File: config.mk
export PLATFORM = sky130hd
export DESIGN_NAME = btob_exec
export DESIGN_NICKNAME = d
export VERILOG_FILES = /design/src/logic/btob_phase_gen.v /design/src/logic/btob_exec.v
export VERILOG_INCLUDE_DIRS = /design/src /design/src/logic
export SDC_FILE = /design/constraint.sdc
export NUM_CORES = 1
export LEC_CHECK = 0
export ABC_AREA = 1
export BUFFER_PORTS_ARGS = -buffer_cell sky130_fd_sc_hd__buf_4
export CAP_MARGIN = 20
export CORE_MARGIN = 2
export CORE_UTILIZATION = 30
export CTS_CLUSTER_DIAMETER = 50
export DETAILED_ROUTE_END_ITERATION = 12
export PLACE_DENSITY_LB_ADDON = 0.12
export SLEW_MARGIN = 25
export SYNTH_ARGS = -nofsm -noshare
export SYNTH_HDL_FRONTEND = slang
export SYNTH_HIERARCHICAL = 1
export SYNTH_SLANG_ARGS = --single-unit
File: constraint.sdc
create_clock -name clk -period 2.9 [get_ports clk]
set_input_delay 0.58 -clock clk [delete_from_list [all_inputs] [get_ports clk]]
set_output_delay 0.58 -clock clk [all_outputs]
set_load 0.005 [all_outputs]
File: src/logic/btob_map.vh
/*
 * register offsets, field positions, reset values and opcodes shared by the
 * bit-invert / overflow-branch execution unit.
 * assumes: included by bare name from the design files under logic/.
 */
// Behaviour
// (RULE_01) bit_invert_op inverts only the selected bit
// (RULE_02) access bit picks access bank or bank_select_reg
// (RULE_03) extended set, f<=5Fh: indexed literal offset
// (RULE_04) branch only when overflow flag is 1
// (RULE_05) target is PC+2 plus twice offset
// (RULE_06) branch one cycle, taken adds nop cycle
// (RULE_07) branch leaves every status flag unchanged
// (RULE_08) invert: decode, read, invert, write back
`ifndef BTOB_MAP_VH
`define BTOB_MAP_VH

// ------------------------------------------------------------------
// register word indices: the byte address is four times the index
// ------------------------------------------------------------------
`define BTOB_OFF_CTRL       4'h0
`define BTOB_OFF_BANK       4'h1
`define BTOB_OFF_INDEX      4'h2
`define BTOB_OFF_PC         4'h3
`define BTOB_OFF_STATUS     4'h4
`define BTOB_OFF_COUNT      4'h5

// ------------------------------------------------------------------
// fields and reset values
// ------------------------------------------------------------------
`define BTOB_CTRL_RUN       0
`define BTOB_CTRL_EXT       1
`define BTOB_CTRL_RST       2'h0
`define BTOB_BANK_RST       4'h0
`define BTOB_INDEX_RST      12'h000
`define BTOB_PC_RST         21'h000000

// ------------------------------------------------------------------
// opcodes and addressing
// ------------------------------------------------------------------
`define BTOB_OP_INVERT      4'h7
`define BTOB_OP_BRANCH_OVF  8'he4
`define BTOB_INDEX_LIMIT    8'h5f
`define BTOB_ACCESS_HIGH    4'hf
`define BTOB_ACCESS_LOW     4'h0
`define BTOB_PC_STEP        21'h000002

`define BTOB_RESP_OKAY      2'h0
`define BTOB_RESP_SLVERR    2'h2

`endif

File: src/logic/btob_phase_gen.v
/*
 * phase generator: splits the instruction cycle into four phases and gives
 * a one-cycle strobe in the last cycle of each phase.
 * assumes: single clock clk, synchronous active-low reset nrst.
 */
`timescale 1ns/10ps
module btob_phase_gen #(
	parameter CLKS_PER_PHASE = 1
) (
	input  wire       clk,
	input  wire       nrst,
	output reg  [1:0] phase,
	output reg        phaseStrobe
);
	reg  [7:0] divCount;

	// ------------------------------------------------------------------
	// divider
	// ------------------------------------------------------------------
	// strobe marks the edge at which 'phase' is acted on
	always @(posedge clk) begin
		if (!nrst) begin
			divCount    <= 8'h00;
			phase       <= 2'h0;
			phaseStrobe <= 1'b0;
		end else if (divCount == CLKS_PER_PHASE[7:0] - 8'h01) begin
			divCount    <= 8'h00;
			phaseStrobe <= 1'b1;
			if (phaseStrobe)
				phase <= phase + 2'h1;
		end else begin
			divCount    <= divCount + 8'h01;
			if (phaseStrobe)
				phase <= phase + 2'h1;
			phaseStrobe <= 1'b0;
		end
	end
endmodule // btob_phase_gen

File: src/logic/btob_exec.v
/*
 * execution unit for the bit-invert and branch-on-overflow instructions,
 * with an AXI4-Lite register slave.
 * assumes: instruction word and overflow flag come from logic on clk;
 * data memory answers memRdata combinationally in the cycle memRdEn is high.
 */
`timescale 1ns/10ps
`include "btob_map.vh"
module btob_exec #(
	parameter CLKS_PER_PHASE = 1
) (
	input  wire        clk,
	input  wire        nrst,
	// instruction feed
	input  wire [15:0] instrWord,
	input  wire        instrValid,
	output reg         instrTaken,
	input  wire        ovfFlag,
	// data memory
	output reg  [11:0] memAddr,
	output reg         memRdEn,
	input  wire [7:0]  memRdata,
	output reg         memWrEn,
	output reg  [7:0]  memWdata,
	// program counter
	output reg  [20:0] pc,
	output reg         pcLoad,
	// AXI4-Lite slave
	input  wire [5:0]  s_axi_awaddr,
	input  wire        s_axi_awvalid,
	output reg         s_axi_awready,
	input  wire [31:0] s_axi_wdata,
	input  wire [3:0]  s_axi_wstrb,
	input  wire        s_axi_wvalid,
	output reg         s_axi_wready,
	output reg  [1:0]  s_axi_bresp,
	output reg         s_axi_bvalid,
	input  wire        s_axi_bready,
	input  wire [5:0]  s_axi_araddr,
	input  wire        s_axi_arvalid,
	output reg         s_axi_arready,
	output reg  [31:0] s_axi_rdata,
	output reg  [1:0]  s_axi_rresp,
	output reg         s_axi_rvalid,
	input  wire        s_axi_rready
);
	localparam EX_IDLE   = 2'h0;
	localparam EX_INVERT = 2'h1;
	localparam EX_BRANCH = 2'h2;
	localparam EX_NOP    = 2'h3;

	wire [1:0]  phase;
	wire        phaseStrobe;
	reg  [1:0]  exState;
	reg  [15:0] opWord;
	reg  [7:0]  workByte;
	reg  [20:0] target;
	reg         nopPending;
	reg         lastTaken;
	reg  [15:0] execCount;
	reg  [1:0]  ctrl;
	reg  [3:0]  bankSelectReg;
	reg  [11:0] indexBase;
	reg  [11:0] next_addr;
	reg  [7:0]  invertMask;
	reg  [5:0]  wrAddr;
	reg         wrAddrHeld;
	reg  [31:0] wrData;
	reg  [3:0]  wrStrb;
	reg         wrDataHeld;
	reg  [31:0] next_rdata;
	reg         rdHit;
	reg         wrHit;
	wire [20:0] pcWrValue;
	wire        pcWrite;

	btob_phase_gen #(
		.CLKS_PER_PHASE (CLKS_PER_PHASE)
	) u_phase (
		.clk         (clk),
		.nrst        (nrst),
		.phase       (phase),
		.phaseStrobe (phaseStrobe)
	);

	// ------------------------------------------------------------------
	// operand decode
	// ------------------------------------------------------------------
	always @* begin
		// (RULE_02) bank from access bit
		if (opWord[8])
			next_addr = {bankSelectReg, opWord[7:0]};
		else if (opWord[7:0] > `BTOB_INDEX_LIMIT)
			next_addr = {`BTOB_ACCESS_HIGH, opWord[7:0]};
		else
			next_addr = {`BTOB_ACCESS_LOW, opWord[7:0]};
		// (RULE_03) indexed literal offset
		if (!opWord[8] && ctrl[`BTOB_CTRL_EXT] && opWord[7:0] <= `BTOB_INDEX_LIMIT)
			next_addr = indexBase + {4'h0, opWord[7:0]};
	end

	always @* begin
		invertMask = 8'h00;
		invertMask[opWord[11:9]] = 1'b1;
	end

	// ------------------------------------------------------------------
	// four-phase sequencer
	// ------------------------------------------------------------------
	always @(posedge clk) begin
		if (!nrst) begin
			exState    <= EX_IDLE;
			opWord     <= 16'h0000;
			workByte   <= 8'h00;
			target     <= `BTOB_PC_RST;
			nopPending <= 1'b0;
			lastTaken  <= 1'b0;
			execCount  <= 16'h0000;
			instrTaken <= 1'b0;
			memAddr    <= 12'h000;
			memRdEn    <= 1'b0;
			memWrEn    <= 1'b0;
			memWdata   <= 8'h00;
			pc         <= `BTOB_PC_RST;
			pcLoad     <= 1'b0;
		end else begin
			instrTaken <= 1'b0;
			memRdEn    <= 1'b0;
			memWrEn    <= 1'b0;
			pcLoad     <= 1'b0;
			if (pcWrite)
				pc <= pcWrValue;
			if (phaseStrobe) begin
				case (phase)
				2'h0: begin
					// (RULE_06) taken branch follows with nop
					if (nopPending) begin
						nopPending <= 1'b0;
						exState    <= EX_NOP;
					end else if (ctrl[`BTOB_CTRL_RUN] && instrValid) begin
						opWord     <= instrWord;
						instrTaken <= 1'b1;
						pc         <= pc + `BTOB_PC_STEP;
						execCount  <= execCount + 16'h0001;
						// (RULE_08) decode in first phase
						if (instrWord[15:12] == `BTOB_OP_INVERT)
							exState <= EX_INVERT;
						else if (instrWord[15:8] == `BTOB_OP_BRANCH_OVF)
							exState <= EX_BRANCH;
						else
							exState <= EX_IDLE;
					end else begin
						exState <= EX_IDLE;
					end
				end
				2'h1: begin
					// (RULE_08) read register in second phase
					if (exState == EX_INVERT) begin
						memAddr <= next_addr;
						memRdEn <= 1'b1;
					end
				end
				2'h2: begin
					// (RULE_01) flip the selected bit only
					if (exState == EX_INVERT)
						workByte <= memRdata ^ invertMask;
					// (RULE_05) target from advanced pc
					if (exState == EX_BRANCH)
						target <= pc + {{12{opWord[7]}}, opWord[7:0], 1'b0};
				end
				default: begin
					// (RULE_08) write back in fourth phase
					if (exState == EX_INVERT) begin
						memWdata <= workByte;
						memWrEn  <= 1'b1;
					end
					// (RULE_04) branch only on overflow set
					if (exState == EX_BRANCH) begin
						lastTaken <= ovfFlag;
						if (ovfFlag) begin
							pc         <= target;
							pcLoad     <= 1'b1;
							nopPending <= 1'b1;
						end
					end
					// (RULE_07) no status flag is driven
				end
				endcase
			end
		end
	end

	// ------------------------------------------------------------------
	// AXI4-Lite write path
	// ------------------------------------------------------------------
	// address and data may arrive in either order; each is held until both are in
	always @* begin
		wrHit = (wrAddr[5:2] <= `BTOB_OFF_PC) && (wrAddr[1:0] == 2'h0);
	end

	assign pcWrite   = wrAddrHeld && wrDataHeld && !s_axi_bvalid && wrHit &&
		(wrAddr[5:2] == `BTOB_OFF_PC) && (wrStrb == 4'hf);
	assign pcWrValue = wrData[20:0];

	always @(posedge clk) begin
		if (!nrst) begin
			s_axi_awready <= 1'b1;
			s_axi_wready  <= 1'b1;
			s_axi_bvalid  <= 1'b0;
			s_axi_bresp   <= `BTOB_RESP_OKAY;
			wrAddr        <= 6'h00;
			wrAddrHeld    <= 1'b0;
			wrData        <= 32'h00000000;
			wrStrb        <= 4'h0;
			wrDataHeld    <= 1'b0;
			ctrl          <= `BTOB_CTRL_RST;
			bankSelectReg <= `BTOB_BANK_RST;
			indexBase     <= `BTOB_INDEX_RST;
		end else begin
			if (s_axi_awvalid && s_axi_awready) begin
				wrAddr        <= s_axi_awaddr;
				wrAddrHeld    <= 1'b1;
				s_axi_awready <= 1'b0;
			end
			if (s_axi_wvalid && s_axi_wready) begin
				wrData       <= s_axi_wdata;
				wrStrb       <= s_axi_wstrb;
				wrDataHeld   <= 1'b1;
				s_axi_wready <= 1'b0;
			end
			if (wrAddrHeld && wrDataHeld && !s_axi_bvalid) begin
				s_axi_bvalid <= 1'b1;
				s_axi_bresp  <= wrHit ? `BTOB_RESP_OKAY : `BTOB_RESP_SLVERR;
				if (wrHit && wrStrb[0]) begin
					case (wrAddr[5:2])
					`BTOB_OFF_CTRL:  ctrl          <= wrData[1:0];
					`BTOB_OFF_BANK:  bankSelectReg <= wrData[3:0];
					`BTOB_OFF_INDEX: indexBase[7:0] <= wrData[7:0];
					default:         ;
					endcase
				end
				if (wrHit && wrStrb[1] && wrAddr[5:2] == `BTOB_OFF_INDEX)
					indexBase[11:8] <= wrData[11:8];
			end
			if (s_axi_bvalid && s_axi_bready) begin
				s_axi_bvalid  <= 1'b0;
				wrAddrHeld    <= 1'b0;
				wrDataHeld    <= 1'b0;
				s_axi_awready <= 1'b1;
				s_axi_wready  <= 1'b1;
			end
		end
	end

	// ------------------------------------------------------------------
	// AXI4-Lite read path
	// ------------------------------------------------------------------
	always @* begin
		next_rdata = 32'h00000000;
		rdHit      = (s_axi_araddr[1:0] == 2'h0);
		case (s_axi_araddr[5:2])
		`BTOB_OFF_CTRL:   next_rdata[1:0]   = ctrl;
		`BTOB_OFF_BANK:   next_rdata[3:0]   = bankSelectReg;
		`BTOB_OFF_INDEX:  next_rdata[11:0]  = indexBase;
		`BTOB_OFF_PC:     next_rdata[20:0]  = pc;
		`BTOB_OFF_STATUS: next_rdata[5:0]   = {exState, phase, nopPending, lastTaken};
		`BTOB_OFF_COUNT:  next_rdata[15:0]  = execCount;
		default:          rdHit             = 1'b0;
		endcase
	end

	always @(posedge clk) begin
		if (!nrst) begin
			s_axi_arready <= 1'b1;
			s_axi_rvalid  <= 1'b0;
			s_axi_rdata   <= 32'h00000000;
			s_axi_rresp   <= `BTOB_RESP_OKAY;
		end else if (s_axi_arvalid && s_axi_arready) begin
			s_axi_arready <= 1'b0;
			s_axi_rvalid  <= 1'b1;
			s_axi_rdata   <= rdHit ? next_rdata : 32'h00000000;
			s_axi_rresp   <= rdHit ? `BTOB_RESP_OKAY : `BTOB_RESP_SLVERR;
		end else if (s_axi_rvalid && s_axi_rready) begin
			s_axi_rvalid  <= 1'b0;
			s_axi_arready <= 1'b1;
		end
	end
endmodule // btob_exec

==> flow_summary.json, run 1 <==
{
  "syn_inst": 1592,
  "path_max_fanout": 9,
  "synth_top_flop_cell": "dfxtp_1",
  "clk_latency_ps": 460,
  "grt_pass1_wl_um": 55800,
  "startpoint_type": "register",
  "clkTransAtPathRegs_ps": 80,
  "crit_type": "reg2reg",
  "hold_violations": 0,
  "power.internal_mw": 4.20,
  "status": "complete, no violations",
  "h-tree-depth": 4,
  "vdd_ir_drop_max_mv": 0.419,
  "cts_buffers": 17,
  "area_delta_synth_final_pct": 20.3,
  "final_area_sq_um": 12900,
  "cts.sinks": 196,
  "power_density_nw_per_um2": 439,
  "p_clk_frac": 0.435,
  "synth-edff-count": 0,
  "setup_viol": 0,
  "hold_buffers": 0,
  "cap_violations": 0,
  "fillers": 3914,
  "design.core.area_sq_um": 35400,
  "vias": 10495,
  "hp-class": "in2reg",
  "yosys.area.top_type_share": 0.366,
  "rsz0062_at_grt": "false",
  "cp-end-kind": "register",
  "period_share": 0.772,
  "switching_share": 0.258,
  "p_sw_mw": 1.46,
  "grt_start_max_net_pins": 123,
  "syn_area_per_cell_sq_um": 6.73,
  "max_freq_mhz": 447,
  "grt_pass1_vias": 10122,
  "period_minus_slack_ps": 2240,
  "gp_congestion": 0.832,
  "finalPower_mw": 5.66,
  "die_w_um": 193,
  "arrival_ps": 2600,
  "async_reset_ff_frac": 0,
  "dieArea_sq_um": 37200,
  "routed_via_density": 4.76,
  "postCtsSetupBuffers": 0,
  "slew_headroom": 0.601,
  "drc": 0,
  "layout.nets": 1847,
  "portBuffers": 142,
  "clk_path_buf_depth": 2,
  "fp.dieH_um": 193,
  "start_util": 0.303,
  "yosysTopAreaCell": "dfxtp_1",
  "synthesis.area_sq_um": 10700,
  "fp-row-count": 69,
  "drive_gt1_frac": 0.135,
  "wl_per_cell_um": 16.3,
  "dp_hpwl_um": 27600,
  "cp_data_required_time_ps": 3260,
  "grt_overflow": 0,
  "worstMarginPinSlew_ps": 597,
  "placed_area_sq_um": 12300,
  "cts_tree": "built",
  "finalSetupTns_ps": 0,
  "grt_usage": 0.196,
  "drtIter0Drc": 728,
  "maxSlewViolCount": 0,
  "synth_cell_types": 51,
  "drtPass1Iterations": 5,
  "synth-seq-cells": 196,
  "boundaryPins": 167,
  "power.leakage_nw": 5.74,
  "cts_root_buffer": "clkbuf_16",
  "clock_skew_ps": 11.0,
  "antenna_found_initial": 0,
  "power_frac_seq": 0.496,
  "antenna_left": 0,
  "synth.area.top_cells": "dfxtp_1 37%, nand2_1 12%, nor2_1 7.3%",
  "yosys_warnings": 6,
  "synth.yosys.seq_area_share": 0.366,
  "wl_um": 35900,
  "combinationalPowerShare": 0.069,
  "cts_resized": 0
}
registers in the layout, indices dropped and copies added, names as in the netlist, 12 cells and up:
register and cells:
execCount 16, opWord 12, s_axi_rdata 21, memAddr 12
indexBase 12, wrData 21, pc 21, target 21
final timing paths:
kind	endpoint	depth (start not counted)	slack, ps	start
setup reg to reg	target[14]$_SDFFE_PN0P_	11	660	opWord[7]$_SDFFE_PN0P_
setup / recovery	target[14]$_SDFFE_PN0P_	11	660	opWord[7]$_SDFFE_PN0P_
hold / removal	opWord[6]$_SDFFE_PN0P_	3	380	instrWord[6]
hold reg to reg	wrData[17]$_SDFFE_PN0P_	2	460	wrData[17]$_SDFFE_PN0P_
through the flow:
stage                     hold WS (ps)  std cells  utilization  setup WS [ps]
after floorplan                    429       1604            -           1040
after global placement             442       2171        0.347            677
after detailed placement           449       2171        0.347            670
after CTS                          360       2203        0.364            673
after global routing               378       2203        0.364            393
final                              378       2204        0.364            662
power by group through the flow:
stage | clock (mW) | combinational [mW] | sequential (mW)
after floorplan | 0 | 0.232 | 2.85
after global placement | 0 | 0.392 | 2.87
after detailed placement | 0 | 0.396 | 2.87
after CTS | 2.54 | 0.397 | 2.81
after global routing | 2.63 | 0.441 | 2.81
final | 2.46 | 0.392 | 2.81
layer usage:
layer	part of all wire	global-route usage
met5	0	0
met4	0.019	0.0606
met3	0.037	0.0297
met2	0.45	0.316
met1	0.49	0.270
layout by cell type, fill, tap and decap left out, drive strengths merged, types with 6 or more instances in the layout:
master  instances
nand3         108
ha             35
clkbuf         17
o21bai          6
xor2           19
o21ai         140
dfxtp         196
buf           166
conb           13
o22ai           6
nor2          220
nand2         355
clkinv         11
nand4          18
a21oi         133
inv           195
nor4            6
xnor2           6
o211ai         22
o21a           10
a31oi          11
nor3           24
cell families after synthesis:
logic type                 Yosys count  share of synthesized area
AOI/OAI and AO/OA                  341                      0.176
xor gates and xnor gates            25                     0.0204
adders and majority gates           37                     0.0446
buffers and inverters              254                     0.0980
DFF                                196                      0.366
other                                1                   0.000350
and+or+nand+nor                    738                      0.294
worst max-delay path, cell delays in order, from the launching register on:
cell and delay (ps):
dfxtp_1 680, ha_1 400, nand2_1 150, inv_1 50
a21oi_1 290, nor2_1 70, nor2_1 90, nand2_1 110
nand2_1 90, nand2_1 40, o21bai_1 110, inv_1 50
cell usage after synthesis (all sizes together), types with 2 or more instances:
cell,instances
a21o,2
a21oi,133
a22oi,4
a31oi,11
and2,2
buf,32
clkbuf,28
clkinv,3
dfxtp,196
fa,2
ha,35
inv,191
nand2,355
nand3,108
nand4,18
nor2,220
nor3,24
nor4,6
o2111ai,2
o211ai,22
o21a,10
o21ai,140
o21bai,6
o22ai,6
or2,3
xnor2,6
xor2,19
cell type report:
| type | count | area [sq um] | share of cell area |
|---|---|---|---|
| Sequential cell | 196 | 3920 | 0.304 |
| Timing Repair Buffer | 166 | 1270 | 0.0986 |
| Clock buffer | 17 | 425 | 0.0330 |
| Inverter | 194 | 728 | 0.0565 |
| Antenna cell | 1 | 2.50 | 0.000194 |
| Multi-Input combinational cell | 1154 | 5790 | 0.449 |
| Tap cell | 461 | 577 | 0.0447 |
| Clock inverter | 15 | 175 | 0.0136 |
(Power assumes the default switching activity.)
==> run 2: changes to the inputs <==
Clock period 2.9 ns to 2.15 ns, I/O delays scaled along.
==> run 2 against run 1 <==
Compared with the run above:
- register-to-register slack got worse by 520 ps
- critical path depth up 1
- clock skew rose by 5.1 ps
- critical endpoint is now target[18]$_SDFFE_PN0P_
==> flow_summary.json, run 2 (synthesis gave the netlist of run 1 again) <==
{
  "status": "complete, no violations",
  "clk_path_buf_depth": 2,
  "final_common_cell": "nand2_1",
  "antenna_left": 0,
  "grt_pass1_vias": 10027,
  "drtIter0Drc": 864,
  "critPathMaxStageDelay_ps": 350,
  "antenna_found_initial": 0,
  "hold_violations": 0,
  "dp_hpwl_um": 28700,
  "final_area_sq_um": 13500,
  "maxSlewViolCount": 0,
  "vias": 10794,
  "arrival_ps": 2360,
  "cap_violations": 0,
  "gp_congestion": 0.904,
  "worst-path-stages": 12,
  "wl_per_cell_um": 16.2,
  "startpoint_type": "register",
  "r2r_end": "target[18]$_SDFFE_PN0P_",
  "routed_via_density": 4.77,
  "wl_um": 36600,
  "cp_data_required_time_ps": 2500,
  "power_density_nw_per_um2": 585,
  "hp-class": "in2reg",
  "finalSetupTns_ps": 0,
  "dieArea_sq_um": 37200,
  "max_freq_mhz": 498,
  "antenna_cells": 0,
  "grt_usage": 0.197,
  "design.core.area_sq_um": 35400,
  "cp-end-kind": "register",
  "placed_area_sq_um": 12800,
  "grt_start_max_net_pins": 42,
  "crit_type": "reg2reg",
  "rrSetupSlack_ps": 140,
  "start_util": 0.303,
  "drc": 0,
  "vdd_ir_drop_max_mv": 0.566,
  "period_minus_slack_ps": 2010,
  "clock_skew_ps": 16.1,
  "fp.dieH_um": 193,
  "worstMarginPinSlew_ps": 544,
  "period_share": 0.934,
  "place_worst_setup_slack_ps": 163,
  "cts_tree": "built",
  "final_util": 0.380,
  "h-tree-depth": 4,
  "postCtsSetupBuffers": 0,
  "portBuffers": 142,
  "rsz0062_at_grt": "false",
  "cts_root_buffer": "clkbuf_16",
  "drive_gt1_frac": 0.165,
  "clk_latency_ps": 460,
  "fillers": 3833,
  "cp_top_family": "simple AND/OR/NAND/NOR gates",
  "cts_buffers": 17,
  "crit_buf_inv": 3,
  "worst-r2r-cell-count": 12,
  "power.leakage_nw": 6.09,
  "boundaryPins": 167,
  "layout_common_cells": "350 x nand2_1, 218 x buf_4, 207 x nor2_1",
  "cp-endpoint": "target[18]$_SDFFE_PN0P_",
  "holdCritStartpoint": "s_axi_wdata[6]",
  "clkTransAtPathRegs_ps": 70,
  "cpMostUsedCell": "nand2_1",
  "setup_viol": 0,
  "crit_slowest_cell": "ha_1",
  "path_max_fanout": 15,
  "layout_setup_ws_ps": 141,
  "fp-row-count": 69,
  "slew_headroom": 0.635,
  "grt_pass1_wl_um": 55800,
  "cp-startpoint": "opWord[7]$_SDFFE_PN0P_",
  "whs_ps": 231,
  "area_delta_synth_final_pct": 25.6,
  "drtPass1Iterations": 5,
  "die_w_um": 193,
  "layout.nets": 1907,
  "rr_startpoint": "opWord[7]$_SDFFE_PN0P_",
  "crit_chain": "buf_12, ha_1, nand2_1, buf_4, nor2_1, nand2_1, nor2_1, nand2_1, nand4_1, nand3_1, nand2_1, inv_1",
  "grt_overflow": 0,
  "cts.sinks": 196
}
-- run 2: cell count changes in the layout (fill, tap and decap cells not counted), sizes merged --
| cell | previous run | this run |
|---|---|---|
| clkinvlp | 1 | 2 |
| inv | 195 | 194 |
| clkbuf | 17 | 18 |
| buf | 166 | 226 |
| diode | 1 | 0 |
| bufinv | 2 | 4 |
| clkinv | 11 | 8 |
-- run 2: final cells by class --
class | instances | area (sq um) | share of cell area
clock buffer | 18 | 439 | 0.0326
clock inverter | 14 | 198 | 0.0147
inverter | 194 | 728 | 0.0541
multi-input combinational | 1154 | 5790 | 0.431
sequential | 196 | 3920 | 0.292
tap | 461 | 577 | 0.0429
timing repair buffer | 226 | 1800 | 0.134
-- run 2: what timing repair did --
action,4_1_cts,5_1_grt
hold buffers,0,0
endpoints found under the hold margin,0,0
setup endpoints to repair,0,1
gates resized for setup,0,1
-- run 2: worst min path at each step --
stage                                      to  depth (start not counted)
2_1_floorplan         wrData[17]$_SDFFE_PN0P_                          2
3_3_place_gp          wrData[19]$_SDFFE_PN0P_                          2
3_5_place_dp   u_phase/divCount[0]$_SDFF_PP0_                          1
4_1_cts                opWord[2]$_SDFFE_PN0P_                          3
5_1_grt                opWord[2]$_SDFFE_PN0P_                          3
6_report               wrData[6]$_SDFFE_PN0P_                          3
-- run 2: tightest hold or removal path: cells and delay by family --
family	cells	cell delay, ps
compound gates	1	70
buf+inv	1	70
simple gates	1	80
-- run 2: power by group --
| part | internal (mW) | total, mW | switching [mW] |
|---|---|---|---|
| sequential | 3.71 | 3.78 | 0.0714 |
| combinational | 0.231 | 0.560 | 0.329 |
| clock | 1.99 | 3.52 | 1.53 |
-- run 2: metal layers --
layer | vias up | wire, um | GRT usage
met4 | 0 | 1170 | 0.0790
met5 | - | 0 | 0
met1 | 4932 | 17700 | 0.269
met3 | 46 | 1570 | 0.0297
li1 | 5581 | - | -
met2 | 235 | 16100 | 0.313
-- run 2: per-stage QoR --
stage | cells | total power [mW]
3_3_place_gp | 2231 | 4.43
6_report | 2263 | 7.87
2_1_floorplan | 1604 | 4.16
3_5_place_dp | 2231 | 4.44
4_1_cts | 2263 | 7.98
5_1_grt | 2263 | 8.19
